`src/logic/amc_cfg.svh`:
```
// offsets, field positions, reset values and timing counts of the motion-event block
`ifndef AMC_CFG_SVH
`define AMC_CFG_SVH
// register indices; byte address is four times the index
`define AMC_IDX_FF_DLY 6'h22
`define AMC_IDX_FF_LVL 6'h23
`define AMC_IDX_HYS 6'h24
`define AMC_IDX_SH_DLY 6'h25
`define AMC_IDX_SH_LVL 6'h26
`define AMC_IDX_DUR 6'h27
`define AMC_IDX_AM_LVL 6'h28
`define AMC_IDX_QM_LVL 6'h29
`define AMC_IDX_CTRL 6'h30
`define AMC_IDX_STAT 6'h31
`define AMC_IDX_MASK 6'h32
// reset values
`define AMC_RST_FF_DLY 8'h09
`define AMC_RST_FF_LVL 8'h30
`define AMC_RST_HYS 8'h81
`define AMC_RST_SH_DLY 8'h0F
`define AMC_RST_SH_LVL 8'hC0
`define AMC_RST_DUR 8'h00
`define AMC_RST_AM_LVL 8'h14
`define AMC_RST_QM_LVL 8'h14
`define AMC_RST_CTRL 8'h00
`define AMC_RST_MASK 8'h00
// field positions
`define AMC_SH_HY_LSB 6
`define AMC_FF_MODE_BIT 2
`define AMC_QM_DUR_LSB 2
`define AMC_CTRL_QSEL_BIT 0
`define AMC_EV_FF 0
`define AMC_EV_SH 1
`define AMC_EV_AM 2
`define AMC_EV_QM 3
// step shifts, sample lsb = 3.90625 mg; range shifts add meas_range
`define AMC_FF_LVL_SHIFT 1
`define AMC_FF_HY_SHIFT 5
`define AMC_SH_LVL_SHIFT 1
`define AMC_SH_HY_SHIFT 5
// timing
`define AMC_CLK_HZ 10000000
`define AMC_TICK_MS 2
`define AMC_TICK_CYC ((`AMC_CLK_HZ / 1000) * `AMC_TICK_MS)
`define AMC_TICKS_PER_S (1000 / `AMC_TICK_MS)
`endif

```
`src/logic/amc_pkg.sv`:
```
// types shared by the motion-event block
package amc_pkg;
   typedef enum logic [1:0] {
      AMC_R2G = 2'b00,
      AMC_R4G = 2'b01,
      AMC_R8G = 2'b10,
      AMC_R16G = 2'b11
   } amc_range_e;
   typedef struct packed {
      logic valid;
      logic [15:0] x;
      logic [15:0] y;
      logic [15:0] z;
   } amc_sample_s;
   typedef logic [17:0] amc_mag_t;
endpackage

```
`src/logic/amc_top.sv`:
```
// motion-event detectors with their configuration registers behind an axi4-lite slave
// Behaviour
// - free-fall level is field times 7.81 mg, any range.
// - free-fall mode 0 checks each axis; mode 1 checks axis sum.
// - free-fall hysteresis is field times 125 mg, any range.
// - shock hysteresis step 125/250/500/1000 mg per range.
// - shock must persist (delay field plus one) times 2 ms.
// - shock level step 7.81/15.63/31.25/62.5 mg per range.
// - any-motion fires after (count field plus one) consecutive slopes above level.
// - slope compared with any-motion field times 3.91..31.25 mg per range.
// - slow-motion fires after (duration bits 3:2 plus one) slopes above level.
// - no-motion fires when no slope exceeds level for the duration time.
// - no-motion seconds decoded in three piecewise linear segments.
// - free-fall level resets to 375 mg.
// - shock delay resets to 32 ms.
// - free-fall must persist (delay field plus one) times 2 ms.
// - quiet-motion level is field times range step, as sample difference.
`timescale 1ns/10ps
`include "amc_cfg.svh"

// counts ticks while a condition holds and pulses once when the limit is met
module amc_persist #(
   parameter int W = 9
) (
   // clock and reset
   input wire logic aclk,
   input wire logic aresetn,
   // control
   input wire logic cond,
   input wire logic tick,
   input wire logic [W-1:0] limit,
   // event
   output logic fire
);
   logic [W-1:0] cnt_q;
   logic done_q;
   assign fire = cond && !done_q && (cnt_q == limit);
   always_ff @(posedge aclk) begin
      if (!aresetn || !cond) begin
         cnt_q <= '0;
      end else if (tick && !done_q && cnt_q != limit) begin
         cnt_q <= cnt_q + 1'b1;
      end
   end
   always_ff @(posedge aclk) begin
      if (!aresetn || !cond) begin
         done_q <= 1'b0;
      end else if (fire) begin
         done_q <= 1'b1;
      end
   end
endmodule

// counts consecutive qualifying samples and pulses when the run reaches the limit
module amc_run (
   // clock and reset
   input wire logic aclk,
   input wire logic aresetn,
   // sample qualification
   input wire logic step,
   input wire logic above,
   input wire logic [2:0] limit,
   // event
   output logic fire
);
   logic [2:0] run_q;
   assign fire = step && above && (run_q + 3'd1 == limit);
   always_ff @(posedge aclk) begin
      if (!aresetn) begin
         run_q <= 3'h0;
      end else if (step) begin
         // saturate so a long run fires only once
         run_q <= !above ? 3'h0 : (run_q == 3'h4) ? run_q : run_q + 3'd1;
      end
   end
endmodule

module amc_top #(
   parameter int TICK_CYCLES = `AMC_TICK_CYC
) (
   // clock and reset
   input wire logic aclk,
   input wire logic aresetn,
   // axi4-lite write
   input wire logic [7:0] awaddr,
   input wire logic [2:0] awprot,
   input wire logic awvalid,
   output logic awready,
   input wire logic [31:0] wdata,
   input wire logic [3:0] wstrb,
   input wire logic wvalid,
   output logic wready,
   output logic [1:0] bresp,
   output logic bvalid,
   input wire logic bready,
   // axi4-lite read
   input wire logic [7:0] araddr,
   input wire logic [2:0] arprot,
   input wire logic arvalid,
   output logic arready,
   output logic [31:0] rdata,
   output logic [1:0] rresp,
   output logic rvalid,
   input wire logic rready,
   // sample stream and live range
   input wire amc_pkg::amc_sample_s smp,
   input wire amc_pkg::amc_range_e meas_range,
   // interrupt
   output logic irq
);
   import amc_pkg::*;

   logic [7:0] ff_dly_q, ff_lvl_q, hys_q, sh_dly_q, sh_lvl_q, dur_q, am_lvl_q, qm_lvl_q;
   logic [7:0] ctrl_q, mask_q;
   logic [3:0] stat_q, ev;
   logic aw_hold_q, w_hold_q, wr_go, wr_en;
   logic [5:0] aw_idx_q;
   logic [7:0] w_byte_q;
   logic w_lane_q;
   logic ff_cond_q, sh_cond_q, quiet_q, prev_ok_q;
   logic [15:0] px_q, py_q, pz_q;
   logic [15:0] tick_cnt_q;
   logic tick;

   function automatic logic is_mapped(input logic [5:0] i);
      return (i >= `AMC_IDX_FF_DLY && i <= `AMC_IDX_QM_LVL) ||
             (i >= `AMC_IDX_CTRL && i <= `AMC_IDX_MASK);
   endfunction

   function automatic amc_mag_t abs18(input amc_mag_t v);
      return v[17] ? amc_mag_t'(-v) : v;
   endfunction

   function automatic amc_mag_t sx(input logic [15:0] v);
      return {{2{v[15]}}, v};
   endfunction

   // ---------------- axi4-lite write channel ----------------
   assign awready = !aw_hold_q && !bvalid;
   assign wready = !w_hold_q && !bvalid;
   assign wr_go = aw_hold_q && w_hold_q;
   assign wr_en = wr_go && w_lane_q && is_mapped(aw_idx_q);

   always_ff @(posedge aclk) begin
      if (!aresetn || wr_go) begin
         aw_hold_q <= 1'b0;
      end else if (awvalid && awready) begin
         aw_hold_q <= 1'b1;
      end
   end
   always_ff @(posedge aclk) begin
      if (!aresetn) begin
         aw_idx_q <= 6'h00;
      end else if (awvalid && awready) begin
         aw_idx_q <= awaddr[7:2];
      end
   end
   always_ff @(posedge aclk) begin
      if (!aresetn || wr_go) begin
         w_hold_q <= 1'b0;
      end else if (wvalid && wready) begin
         w_hold_q <= 1'b1;
      end
   end
   always_ff @(posedge aclk) begin
      if (!aresetn) begin
         w_byte_q <= 8'h00;
         w_lane_q <= 1'b0;
      end else if (wvalid && wready) begin
         w_byte_q <= wdata[7:0];
         w_lane_q <= wstrb[0];
      end
   end
   always_ff @(posedge aclk) begin
      if (!aresetn) begin
         bvalid <= 1'b0;
         bresp <= 2'h0;
      end else if (wr_go) begin
         bvalid <= 1'b1;
         bresp <= is_mapped(aw_idx_q) ? 2'h0 : 2'h2;
      end else if (bready) begin
         bvalid <= 1'b0;
      end
   end

   // configuration registers; lane 0 only carries data
   always_ff @(posedge aclk) begin
      if (!aresetn) begin
         ff_dly_q <= `AMC_RST_FF_DLY;
         ff_lvl_q <= `AMC_RST_FF_LVL;
         hys_q <= `AMC_RST_HYS;
         sh_dly_q <= `AMC_RST_SH_DLY;
         sh_lvl_q <= `AMC_RST_SH_LVL;
         dur_q <= `AMC_RST_DUR;
         am_lvl_q <= `AMC_RST_AM_LVL;
         qm_lvl_q <= `AMC_RST_QM_LVL;
         ctrl_q <= `AMC_RST_CTRL;
         mask_q <= `AMC_RST_MASK;
      end else if (wr_en) begin
         case (aw_idx_q)
            `AMC_IDX_FF_DLY: ff_dly_q <= w_byte_q;
            `AMC_IDX_FF_LVL: ff_lvl_q <= w_byte_q;
            `AMC_IDX_HYS: hys_q <= w_byte_q & 8'hC7;
            `AMC_IDX_SH_DLY: sh_dly_q <= w_byte_q;
            `AMC_IDX_SH_LVL: sh_lvl_q <= w_byte_q;
            `AMC_IDX_DUR: dur_q <= w_byte_q;
            `AMC_IDX_AM_LVL: am_lvl_q <= w_byte_q;
            `AMC_IDX_QM_LVL: qm_lvl_q <= w_byte_q;
            `AMC_IDX_CTRL: ctrl_q <= w_byte_q & 8'h01;
            `AMC_IDX_MASK: mask_q <= w_byte_q & 8'h0F;
            default: ;
         endcase
      end
   end

   // ---------------- axi4-lite read channel ----------------
   function automatic logic [7:0] rd_byte(input logic [5:0] i);
      case (i)
         // the two free-fall delay/level bytes keep a write-only top bit
         `AMC_IDX_FF_DLY: rd_byte = {1'b0, ff_dly_q[6:0]};
         `AMC_IDX_FF_LVL: rd_byte = {1'b0, ff_lvl_q[6:0]};
         `AMC_IDX_HYS: rd_byte = hys_q;
         `AMC_IDX_SH_DLY: rd_byte = sh_dly_q;
         `AMC_IDX_SH_LVL: rd_byte = sh_lvl_q;
         `AMC_IDX_DUR: rd_byte = dur_q;
         `AMC_IDX_AM_LVL: rd_byte = am_lvl_q;
         `AMC_IDX_QM_LVL: rd_byte = qm_lvl_q;
         `AMC_IDX_CTRL: rd_byte = ctrl_q;
         `AMC_IDX_STAT: rd_byte = {2'b00, sh_cond_q, ff_cond_q, stat_q};
         `AMC_IDX_MASK: rd_byte = mask_q;
         default: rd_byte = 8'h00;
      endcase
   endfunction

   assign arready = !rvalid;
   always_ff @(posedge aclk) begin
      if (!aresetn) begin
         rvalid <= 1'b0;
         rdata <= 32'h0;
         rresp <= 2'h0;
      end else if (arvalid && arready) begin
         rvalid <= 1'b1;
         rdata <= {24'h0, rd_byte(araddr[7:2])};
         rresp <= is_mapped(araddr[7:2]) ? 2'h0 : 2'h2;
      end else if (rready) begin
         rvalid <= 1'b0;
      end
   end

   // ---------------- sample front end ----------------
   amc_mag_t ax, ay, az, amax, asum, smax, dx, dy, dz;
   amc_mag_t ff_th, ff_hy, sh_th, sh_hy, sh_lo, am_th, qm_th;
   logic ff_in, ff_out, step;

   assign ax = abs18(sx(smp.x));
   assign ay = abs18(sx(smp.y));
   assign az = abs18(sx(smp.z));
   assign asum = ax + ay + az;
   assign amax = (ax > ay) ? ((ax > az) ? ax : az) : ((ay > az) ? ay : az);
   assign dx = abs18(sx(smp.x) - sx(px_q));
   assign dy = abs18(sx(smp.y) - sx(py_q));
   assign dz = abs18(sx(smp.z) - sx(pz_q));
   assign smax = (dx > dy) ? ((dx > dz) ? dx : dz) : ((dy > dz) ? dy : dz);
   assign step = smp.valid && prev_ok_q;

   // sample lsb is 1/256 g, so every step is a power-of-two shift
   assign ff_th = {10'h0, ff_lvl_q} << `AMC_FF_LVL_SHIFT;
   assign ff_hy = {16'h0, hys_q[1:0]} << `AMC_FF_HY_SHIFT;
   assign sh_th = {10'h0, sh_lvl_q} << (`AMC_SH_LVL_SHIFT + meas_range);
   assign sh_hy = {16'h0, hys_q[`AMC_SH_HY_LSB+:2]} << (`AMC_SH_HY_SHIFT + meas_range);
   assign sh_lo = (sh_th > sh_hy) ? sh_th - sh_hy : '0;
   assign am_th = {10'h0, am_lvl_q} << meas_range;
   assign qm_th = {10'h0, qm_lvl_q} << meas_range;

   // summing mode looks at the axis sum, single mode needs every axis low
   assign ff_in = hys_q[`AMC_FF_MODE_BIT] ? (asum < ff_th) :
                  (ax < ff_th && ay < ff_th && az < ff_th);
   assign ff_out = hys_q[`AMC_FF_MODE_BIT] ? (asum > ff_th + ff_hy) :
                   (amax > ff_th + ff_hy);

   always_ff @(posedge aclk) begin
      if (!aresetn) begin
         ff_cond_q <= 1'b0;
         sh_cond_q <= 1'b0;
      end else if (smp.valid) begin
         ff_cond_q <= ff_cond_q ? !ff_out : ff_in;
         sh_cond_q <= sh_cond_q ? (amax > sh_lo) : (amax > sh_th);
      end
   end
   always_ff @(posedge aclk) begin
      if (!aresetn) begin
         quiet_q <= 1'b0;
      end else if (step) begin
         quiet_q <= !(smax > qm_th);
      end
   end
   always_ff @(posedge aclk) begin
      if (!aresetn) begin
         px_q <= 16'h0;
         py_q <= 16'h0;
         pz_q <= 16'h0;
         prev_ok_q <= 1'b0;
      end else if (smp.valid) begin
         px_q <= smp.x;
         py_q <= smp.y;
         pz_q <= smp.z;
         prev_ok_q <= 1'b1;
      end
   end

   // 2 ms time base shared by the persistence timers
   assign tick = (tick_cnt_q == 16'(TICK_CYCLES - 1));
   always_ff @(posedge aclk) begin
      if (!aresetn || tick) begin
         tick_cnt_q <= 16'h0;
      end else begin
         tick_cnt_q <= tick_cnt_q + 16'h1;
      end
   end

   // ---------------- detectors ----------------
   logic [8:0] nm_secs;
   logic [17:0] nm_lim;
   logic nm_fire, sm_fire, qsel;

   always_comb begin
      case (dur_q[7:6])
         2'b00: nm_secs = {5'h0, dur_q[5:2]} + 9'd1;
         2'b01: nm_secs = {3'h0, dur_q[5:2], 2'b00} + 9'd20;
         default: nm_secs = {1'b0, dur_q[6:2], 3'b000} + 9'd88;
      endcase
   end
   assign nm_lim = 18'(nm_secs * `AMC_TICKS_PER_S);
   assign qsel = ctrl_q[`AMC_CTRL_QSEL_BIT];

   amc_persist #(.W(9)) u_ff (
      .aclk(aclk),
      .aresetn(aresetn),
      .cond(ff_cond_q),
      .tick(tick),
      .limit({1'b0, ff_dly_q} + 9'd1),
      .fire(ev[`AMC_EV_FF])
   );
   amc_persist #(.W(9)) u_sh (
      .aclk(aclk),
      .aresetn(aresetn),
      .cond(sh_cond_q),
      .tick(tick),
      .limit({1'b0, sh_dly_q} + 9'd1),
      .fire(ev[`AMC_EV_SH])
   );
   amc_run u_am (
      .aclk(aclk),
      .aresetn(aresetn),
      .step(step),
      .above(smax > am_th),
      .limit({1'b0, dur_q[1:0]} + 3'd1),
      .fire(ev[`AMC_EV_AM])
   );
   amc_run u_sm (
      .aclk(aclk),
      .aresetn(aresetn),
      .step(step && !qsel),
      .above(smax > qm_th),
      .limit({1'b0, dur_q[`AMC_QM_DUR_LSB+:2]} + 3'd1),
      .fire(sm_fire)
   );
   amc_persist #(.W(18)) u_nm (
      .aclk(aclk),
      .aresetn(aresetn),
      .cond(quiet_q && qsel),
      .tick(tick),
      .limit(nm_lim),
      .fire(nm_fire)
   );
   assign ev[`AMC_EV_QM] = qsel ? nm_fire : sm_fire;

   // ---------------- interrupt status ----------------
   logic [3:0] clr;
   assign clr = (wr_en && aw_idx_q == `AMC_IDX_STAT) ? w_byte_q[3:0] : 4'h0;
   // a new event in the clearing cycle survives the clear
   always_ff @(posedge aclk) begin
      if (!aresetn) begin
         stat_q <= 4'h0;
      end else begin
         stat_q <= (stat_q & ~clr) | ev;
      end
   end
   always_ff @(posedge aclk) begin
      if (!aresetn) begin
         irq <= 1'b0;
      end else begin
         irq <= |(stat_q & mask_q[3:0]);
      end
   end
endmodule

```
`config.mk`:
```
export PLATFORM = sky130hd
export DESIGN_NAME = amc_top
export DESIGN_NICKNAME = d
export VERILOG_FILES = /design/src/logic/amc_pkg.sv /design/src/logic/amc_top.sv
export VERILOG_INCLUDE_DIRS = /design/src /design/src/logic
export SDC_FILE = /design/constraint.sdc
export NUM_CORES = 1
export LEC_CHECK = 0
export ABC_AREA = 1
export CAP_MARGIN = 5
export CORE_ASPECT_RATIO = 1.75
export CORE_MARGIN = 1.5
export CORE_UTILIZATION = 60
export CTS_CLUSTER_DIAMETER = 200
export DETAILED_ROUTE_END_ITERATION = 10
export DONT_BUFFER_PORTS = 1
export PLACE_DENSITY = 0.79
export SETUP_SLACK_MARGIN = 0.4
export SKIP_CTS_REPAIR_TIMING = 1
export SYNTH_ARGS = -nofsm -noshare
export SYNTH_HDL_FRONTEND = slang
export SYNTH_SLANG_ARGS = --single-unit
```
`constraint.sdc`:
```
create_clock -name aclk -period 6.1 [get_ports aclk]
set_input_delay 0.915 -clock aclk [delete_from_list [all_inputs] [get_ports aclk]]
set_output_delay 0.915 -clock aclk [all_outputs]
set_load 0.1 [all_outputs]
```
==> qor.json, run 1 <==
{
  "worstPathMaxFanout": {"value": 5},
  "maxCapViolCount": {"value": 0},
  "port-buffer-count": {"value": 0},
  "p_per_area": {"value": 253, "unit": "mW/mm2"},
  "cts_num_sinks": {"value": 213},
  "seq_pwr_share": {"value": 19.0, "unit": "%"},
  "run_status": {"value": "complete, but fails checks"},
  "coreArea": {"value": 0.0402, "unit": "mm2"},
  "clock_tree.htree_level_count": {"value": 1},
  "min-delay-path-class": {"value": "primary input to register"},
  "cts-root-buf": {"value": "sky130_fd_sc_hd__clkbuf_16"},
  "final_hold_violating_endpoints": {"value": 0},
  "intPower": {"value": 4.36, "unit": "mW"},
  "top_level_ports": {"value": 158},
  "final-instance-count-excl-fill": {"value": 4781},
  "grtUsageTotal": {"value": 40.1, "unit": "%"},
  "first_global_vias": {"value": 26834},
  "cp.arrival": {"value": 6.99, "unit": "ns"},
  "antenna_found_initial": {"value": 8},
  "worst_ep_required_time": {"value": 6.56, "unit": "ns"},
  "drt-total-wl": {"value": 89.6, "unit": "mm"},
  "synth_edf_count": {"value": 0},
  "synth_area_leaders": {"value": "sky130_fd_sc_hd__ha_1 (18%), sky130_fd_sc_hd__dfxtp_1 (17%), sky130_fd_sc_hd__nand2_1 (9.8%)"},
  "relSlewSlack": {"value": 12.7, "unit": "%"},
  "synth_area_leader_cell": {"value": "sky130_fd_sc_hd__ha_1"},
  "peakVddDrop": {"value": 0.000258, "unit": "V"},
  "p_leak": {"value": 15.3, "unit": "nW"},
  "floorplan.die.width": {"value": 156, "unit": "um"},
  "switching_power": {"value": 3.49, "unit": "mW"},
  "routed_via_density": {"value": 5.75},
  "clk_transition_reported_paths": {"value": 0.07, "unit": "ns"},
  "rsz0062_at_grt": {"value": "true"},
  "dp_wirelength": {"value": 68.4, "unit": "mm"},
  "fin_worst_skew": {"value": 0.0194, "unit": "ns"},
  "routed_wire_length_per_instance": {"value": 18.7, "unit": "um"},
  "slowest_delay": {"value": 0.56, "unit": "ns"},
  "drt_pre_antenna_iters": {"value": 6},
  "synthesis.yosys.warnings": {"value": 0},
  "critPathLaunchType": {"value": "register"},
  "crit_path_frequent_cell": {"value": "sky130_fd_sc_hd__nor2_1"},
  "gp_routability_congestion": {"value": 1.03},
  "overflow": {"value": 0},
  "worst_pin_slew": {"value": 1.30, "unit": "ns"},
  "max-clock-path-buffers": {"value": 3},
  "initial_core_utilization": {"value": 60.9, "unit": "%"},
  "setup_ws": {"value": -0.434, "unit": "ns"},
  "crit_slowest_cell": {"value": "sky130_fd_sc_hd__fa_1"},
  "sw_frac_of_total": {"value": 44.5, "unit": "%"},
  "clock_power_share": {"value": 18.0, "unit": "%"},
  "placedCellCount": {"value": 4703},
  "yosysMostFrequentCell": {"value": "sky130_fd_sc_hd__nand2_1"},
  "max_clock_freq": {"value": 153, "unit": "MHz"},
  "setup_viol_count_final": {"value": 24},
  "detailedRoute.firstIterationViolations": {"value": 1740},
  "final_layout_size_suffix_gt1_share": {"value": 21.3, "unit": "%"},
  "period_share": {"value": 107, "unit": "%"},
  "capturing_element_type_of_the_critical_path": {"value": "register"},
  "floorplan.die.height": {"value": 270, "unit": "um"},
  "grt_pass1_wl": {"value": 132, "unit": "mm"},
  "die_area": {"value": 0.0420, "unit": "mm2"},
  "area_delta_synth_final": {"value": 27.0, "unit": "%"},
  "cts_made_buffers": {"value": 23},
  "rows": {"value": 97},
  "fraction_of_synthesized_cell_area_taken_by_the_top_area_cell_type": {"value": 17.9, "unit": "%"},
  "seq_area_frac_synth": {"value": 17.4, "unit": "%"},
  "timing.final.crit_period": {"value": 6.53, "unit": "ns"},
  "antenna_violation_net_count_after_detailed_routing": {"value": 0},
  "vias_after_detailed_routing": {"value": 27497},
  "clock_insertion_delay_worst_skew": {"value": 0.56, "unit": "ns"},
  "nets": {"value": 4728},
  "yosysUniqueCellTypes": {"value": 66},
  "postSynth.asyncResetShare": {"value": 0, "unit": "%"},
  "ys_seq_elements": {"value": 213},
  "report.power.total": {"value": 7.85, "unit": "mW"},
  "synthesis.area": {"value": 0.0245, "unit": "mm2"},
  "share_comb_of_total_power": {"value": 63.0, "unit": "%"},
  "slew_violations": {"value": 0},
  "cts_tree": {"value": "built"},
  "failed_checks": {"value": "setup timing"},
  "drc": {"value": 0},
  "synthTopCellsByCount": {"value": "sky130_fd_sc_hd__nand2_1 (638), sky130_fd_sc_hd__inv_1 (601), sky130_fd_sc_hd__ha_1 (349), sky130_fd_sc_hd__a21oi_1 (341), sky130_fd_sc_hd__nor2_1 (316)"},
  "yosys_most_used_dff": {"value": "sky130_fd_sc_hd__dfxtp_1"},
  "syn-mean-instance-area": {"value": 6.62, "unit": "um2"},
  "timing.setup.critical_path_class": {"value": "register to register"},
  "synthesis.instances": {"value": 3694},
  "grt_start_max_net_pins": {"value": 126}
}
layout make-up:
type / instances / area, um2
Fill cell: 3067 / 9110
Inverter: 628 / 2410
Clock inverter: 16 / 128
Clock buffer: 25 / 593
Timing Repair Buffer: 544 / 4190
Multi-Input combinational cell: 2805 / 18800
Sequential cell: 213 / 4270
Antenna cell: 6 / 15.0
Tap cell: 544 / 681
flip-flops by register name (all words and copies together), names as in the netlist, 5 cells and up:
signal and flops:
pz_q 16, w_byte_q 8, sh_dly_q 8, u_ff.cnt_q 9
rdata 8, u_nm.cnt_q 18, qm_lvl_q 8, ff_lvl_q 8
px_q 16, aw_idx_q 6, u_sh.cnt_q 9, tick_cnt_q 16
dur_q 8, am_lvl_q 8, sh_lvl_q 8, hys_q 5
ff_dly_q 8, py_q 16
routing by layer:
layer / routed length, um / share of wire (%) / vias up / global-route usage, %
met3: 5810 / 6.5 / 542 / 8.66
met1: 28100 / 31 / 12720 / 34.2
li1: - / - / 13213 / -
met2: 44500 / 50 / 1014 / 73.6
met4: 11200 / 12 / 8 / 40.9
met5: 69 / 0.077 / - / 0
worst max-delay path: cells and delay by family (launching register included):
| kind | cells | cell delay (ns) |
|---|---|---|
| AO/OA/AOI/OAI | 6 | 0.92 |
| XOR/XNOR | 1 | 0.15 |
| adder cells (fa/ha/maj) | 6 | 2.39 |
| AND/OR/NAND/NOR | 11 | 1.88 |
| buffers and inverters | 6 | 0.71 |
| flip-flops | 1 | 0.34 |
per-stage QoR:
step	worst slack [ns]	TNS (ns)	area (um2)	hold slack (ns)	utilization (%)
floorplan	0.148	0	25000	0.418	-
global placement	-0.668	-5.97	29000	0.432	72.3
detailed placement	-0.754	-7.23	29000	0.439	72.3
CTS	-0.216	-1.52	29800	0.434	74.1
global route	-0.656	-11.83	31100	0.443	77.3
finish	-0.434	-3.66	31100	0.449	77.3
path summary, 6_finish.rpt:
path / startpoint / endpoint / slack, ns / cells after the start
setup / recovery: dur_q[3]$_SDFFE_PN0P_ / u_nm.cnt_q[14]$_SDFFE_PP0P_ / -0.43 / 30
hold / removal: smp[48] / pz_q[7]$_SDFFE_PN0P_ / 0.45 / 1
setup reg to reg: dur_q[3]$_SDFFE_PN0P_ / u_nm.cnt_q[14]$_SDFFE_PP0P_ / -0.43 / 30
hold reg to reg: tick_cnt_q[0]$_SDFF_PP0_ / tick_cnt_q[0]$_SDFF_PP0_ / 0.45 / 1
cells by family (layout without fill, tap and decap cells):
group                      after synthesis  in the layout  synth area share [%]
and+or+nand+nor                       1380           1380                  24.7
AOI/OAI and AO/OA                      805            805                  18.1
buffers and inverters                  724           1213                  11.6
adders and majority gates              397            397                  21.8
DFF                                    213            213                  17.4
xor gates and xnor gates               164            164                  5.96
muxes                                    9              9                 0.368
other                                    2             56                0.0307
power by group through the flow:
stage | clock network (mW) | registers, mW | logic (mW)
6_report | 1.41 | 1.49 | 4.94
2_1_floorplan | 0 | 1.50 | 2.82
4_1_cts | 1.42 | 1.49 | 4.49
5_1_grt | 1.47 | 1.49 | 5.48
3_3_place_gp | 0 | 1.52 | 4.34
3_5_place_dp | 0 | 1.52 | 4.46
placed cells by master, fill, tap and decap left out, types with 45 or more instances in the layout:
cell type and count:
sky130_fd_sc_hd__nand2_1 604, sky130_fd_sc_hd__inv_1 573, sky130_fd_sc_hd__buf_4 522, sky130_fd_sc_hd__ha_1 325
sky130_fd_sc_hd__a21oi_1 317, sky130_fd_sc_hd__o21ai_0 292, sky130_fd_sc_hd__nor2_1 291, sky130_fd_sc_hd__dfxtp_1 209
sky130_fd_sc_hd__nand3_1 155, sky130_fd_sc_hd__xor2_1 113, sky130_fd_sc_hd__nand4_1 64, sky130_fd_sc_hd__nor3_1 52
sky130_fd_sc_hd__conb_1 50, sky130_fd_sc_hd__nand2_2 45, sky130_fd_sc_hd__fa_1 45
Note: power is estimated with default switching activity, not from simulation.
==> run 2, diff against run 1 <==
- RECOVER_POWER: default -> 50
- SKIP_CTS_REPAIR_TIMING: 1 -> default
==> run 2 against run 1 <==
The flow finishes with violations (capacitance limit, slew limit, setup timing). Critical endpoint is now stat_q[3]$_SDFF_PN0_. Hold slack got worse by 0.016 ns. Sequential power barely moved. Core utilization rose by 3.4 points. Global-route usage rose by 1.5 points. Clock skew fell by 0.0033 ns. Critical path depth rose by 15. Sequential share of layout area fell by 0.57 points. Final cell count rose by 1.2%. Total power rose by 11%. Clock power barely moved. Combinational power rose by 17%.
==> qor.json, run 2 (same netlist as run 1, synthesis figures left out) <==
{
  "maxCapViolCount": {"value": 1, "change": "+1"},
  "mostFrequentLayoutCell": {"value": "sky130_fd_sc_hd__nand2_1"},
  "area_delta_synth_final": {"value": 32.5, "unit": "%"},
  "setup_ws": {"value": -0.267, "unit": "ns", "change": "+0.167 ns"},
  "fin_worst_skew": {"value": 0.0161, "unit": "ns", "change": "-0.00325 ns"},
  "filler_cell_count": {"value": 2655, "change": "-13%"},
  "routed_wire_length_per_instance": {"value": 20.2, "unit": "um", "change": "+7.9%"},
  "rsz0062_at_grt": {"value": "true"},
  "antenna_violation_net_count_after_detailed_routing": {"value": 0, "change": "unchanged"},
  "capturing_element_type_of_the_critical_path": {"value": "register"},
  "relSlewSlack": {"value": -42.2, "unit": "%", "change": "-55 points"},
  "final_hold_violating_endpoints": {"value": 0, "change": "unchanged"},
  "max_flop_register": {"value": "u_nm.cnt_q"},
  "p_per_area": {"value": 268, "unit": "mW/mm2", "change": "+5.9%"},
  "floorplan.die.height": {"value": 270, "unit": "um", "change": "unchanged"},
  "nets": {"value": 4784, "change": "+1.2%"},
  "worstPathMaxFanout": {"value": 6, "change": "+1"},
  "worst_ep_required_time": {"value": 6.45, "unit": "ns", "change": "-0.11 ns"},
  "drc": {"value": 0, "change": "unchanged"},
  "routed_via_density": {"value": 5.95, "change": "+3.5%"},
  "rows": {"value": 97, "change": "unchanged"},
  "max_clock_freq": {"value": 157, "unit": "MHz", "change": "+2.6%"},
  "top_level_ports": {"value": 158, "change": "unchanged"},
  "worst_pin_slew": {"value": 2.13, "unit": "ns", "change": "+0.832 ns"},
  "coreArea": {"value": 0.0402, "unit": "mm2", "change": "unchanged"},
  "min-delay-path-class": {"value": "primary input to register"},
  "crit_slowest_cell": {"value": "sky130_fd_sc_hd__ha_2"},
  "layout.cells.most_common_list": {"value": "sky130_fd_sc_hd__nand2_1 (587), sky130_fd_sc_hd__inv_1 (554), sky130_fd_sc_hd__buf_4 (548)"},
  "first_global_vias": {"value": 27716, "change": "+3.3%"},
  "cts_tree": {"value": "built"},
  "setup_viol_count_final": {"value": 27, "change": "+13%"},
  "timing.setup.critical_path_class": {"value": "register to register"},
  "grtUsageTotal": {"value": 41.5, "unit": "%", "change": "+1.5 points"},
  "clock_insertion_delay_worst_skew": {"value": 0.57, "unit": "ns", "change": "about the same"},
  "gp_routability_congestion": {"value": 1.03, "change": "unchanged"},
  "drt-total-wl": {"value": 97.8, "unit": "mm", "change": "+9.2%"},
  "vias_after_detailed_routing": {"value": 28791, "change": "+4.7%"},
  "report.power.total": {"value": 8.67, "unit": "mW", "change": "+11%"},
  "p_leak": {"value": 15.6, "unit": "nW", "change": "+2.3%"},
  "clock_tree.htree_level_count": {"value": 1, "change": "unchanged"},
  "critPathLaunchType": {"value": "register"},
  "run_status": {"value": "complete, but fails checks"},
  "port-buffer-count": {"value": 0, "change": "unchanged"},
  "crit_path_frequent_cell": {"value": "sky130_fd_sc_hd__nand2_1"},
  "worst_hold_margin": {"value": 0.434, "unit": "ns", "change": "-0.0158 ns"},
  "max-clock-path-buffers": {"value": 3, "change": "unchanged"},
  "timing.final.crit_period": {"value": 6.37, "unit": "ns", "change": "-0.167 ns"},
  "cp.arrival": {"value": 6.71, "unit": "ns", "change": "-0.28 ns"},
  "cts_made_buffers": {"value": 23, "change": "unchanged"},
  "grt_start_max_net_pins": {"value": 126, "change": "unchanged"},
  "die_area": {"value": 0.0420, "unit": "mm2", "change": "unchanged"},
  "clk_transition_reported_paths": {"value": 0.08, "unit": "ns", "change": "about the same"},
  "period_share": {"value": 104, "unit": "%", "change": "-2.7 points"},
  "dp_wirelength": {"value": 68.4, "unit": "mm", "change": "unchanged"},
  "slew_violations": {"value": 37, "change": "+37"},
  "failed_checks": {"value": "capacitance limit, slew limit, setup timing"},
  "initial_core_utilization": {"value": 60.9, "unit": "%", "change": "unchanged"},
  "layout.cell_area.non_filler": {"value": 0.0324, "unit": "mm2", "change": "+4.4%"},
  "largest_register_ff_count": {"value": 18, "change": "unchanged"},
  "cts-root-buf": {"value": "sky130_fd_sc_hd__clkbuf_16"},
  "antenna_found_initial": {"value": 8, "change": "unchanged"},
  "cts_num_sinks": {"value": 213, "change": "unchanged"},
  "drt_pre_antenna_iters": {"value": 8, "change": "+2"},
  "final_layout_size_suffix_gt1_share": {"value": 25.0, "unit": "%", "change": "+3.7 points"},
  "overflow": {"value": 0, "change": "unchanged"},
  "floorplan.die.width": {"value": 156, "unit": "um", "change": "unchanged"},
  "peakVddDrop": {"value": 0.000259, "unit": "V", "change": "+0.32%"},
  "detailedRoute.firstIterationViolations": {"value": 2659, "change": "+53%"},
  "grt_pass1_wl": {"value": 137, "unit": "mm", "change": "+3.4%"},
  "cts_hold_buf": {"value": 0},
  "slowest_delay": {"value": 0.41, "unit": "ns", "change": "-0.15 ns"},
  "detailed_place.area": {"value": 0.0290, "unit": "mm2", "change": "unchanged"}
}
-- run 2: per-layer routing --
metal | global-route usage, % | routed length, um | vias up
met5 | 0.238 | 24 | -
met4 | 44.9 | 13500 | 4
met3 | 11.0 | 8070 | 801
met2 | 74.7 | 46900 | 1437
met1 | 34.4 | 29300 | 13224
li1 | - | - | 13325
-- run 2: what timing repair did --
action	CTS	global route
gates cloned	1	1
endpoints found under the setup margin	28	30
pin swaps	104	183
buffers inserted	40	44
gates resized for setup	145	299
-- run 2: final timing paths --
kind / start / endpoint / slack, ns / depth (start not counted)
worst min-delay path: smp[48] / pz_q[8]$_SDFFE_PN0P_ / 0.43 / 1
worst min register to register: tick_cnt_q[0]$_SDFF_PP0_ / tick_cnt_q[0]$_SDFF_PP0_ / 0.45 / 1
worst max register to register: pz_q[2]$_SDFFE_PN0P_ / stat_q[3]$_SDFF_PN0_ / -0.27 / 45
worst max-delay path: pz_q[2]$_SDFFE_PN0P_ / stat_q[3]$_SDFF_PN0_ / -0.27 / 45
-- run 2: final cells by class --
cell class / instances / area (um2) / area share (%)
Antenna cell: 7 / 17.5 / 0.0540
Clock buffer: 25 / 593 / 1.83
Clock inverter: 16 / 128 / 0.394
Inverter: 628 / 2420 / 7.48
Multi-Input combinational cell: 2805 / 19600 / 60.5
Sequential cell: 213 / 4270 / 13.2
Tap cell: 544 / 681 / 2.10
Timing Repair Buffer: 600 / 4700 / 14.5
-- run 2: through the flow --
step | util (%) | setup TNS (ns) | setup slack (ns) | instances
4_1_cts | 76.6 | 0 | 0.248 | 4785
3_3_place_gp | 72.3 | -5.97 | -0.668 | 4703
3_5_place_dp | 72.3 | -7.23 | -0.754 | 4703
2_1_floorplan | - | 0 | 0.148 | 3742
5_1_grt | 80.7 | -15.42 | -0.673 | 4835
6_report | 80.7 | -4.48 | -0.267 | 4838
-- run 2: where the power goes --
group / internal (mW) / leakage, nW / switching, mW / total, mW
clock: 0.753 / 0.356 / 0.673 / 1.43
sequential: 1.43 / 1.74 / 0.0563 / 1.49
combinational: 2.54 / 13.5 / 3.22 / 5.76
total: 4.73 / 15.6 / 3.95 / 8.67
-- run 2: critical path: cells and delay by family (launching register included) --
family                   cells  cell delay [ns]
XOR/XNOR                     1             0.29
buffers and inverters        7             0.95
adder cells (fa/ha/maj)      3             1.00
AO/OA/AOI/OAI                3             0.58
flip-flops                   1             0.35
AND/OR/NAND/NOR             31             2.95
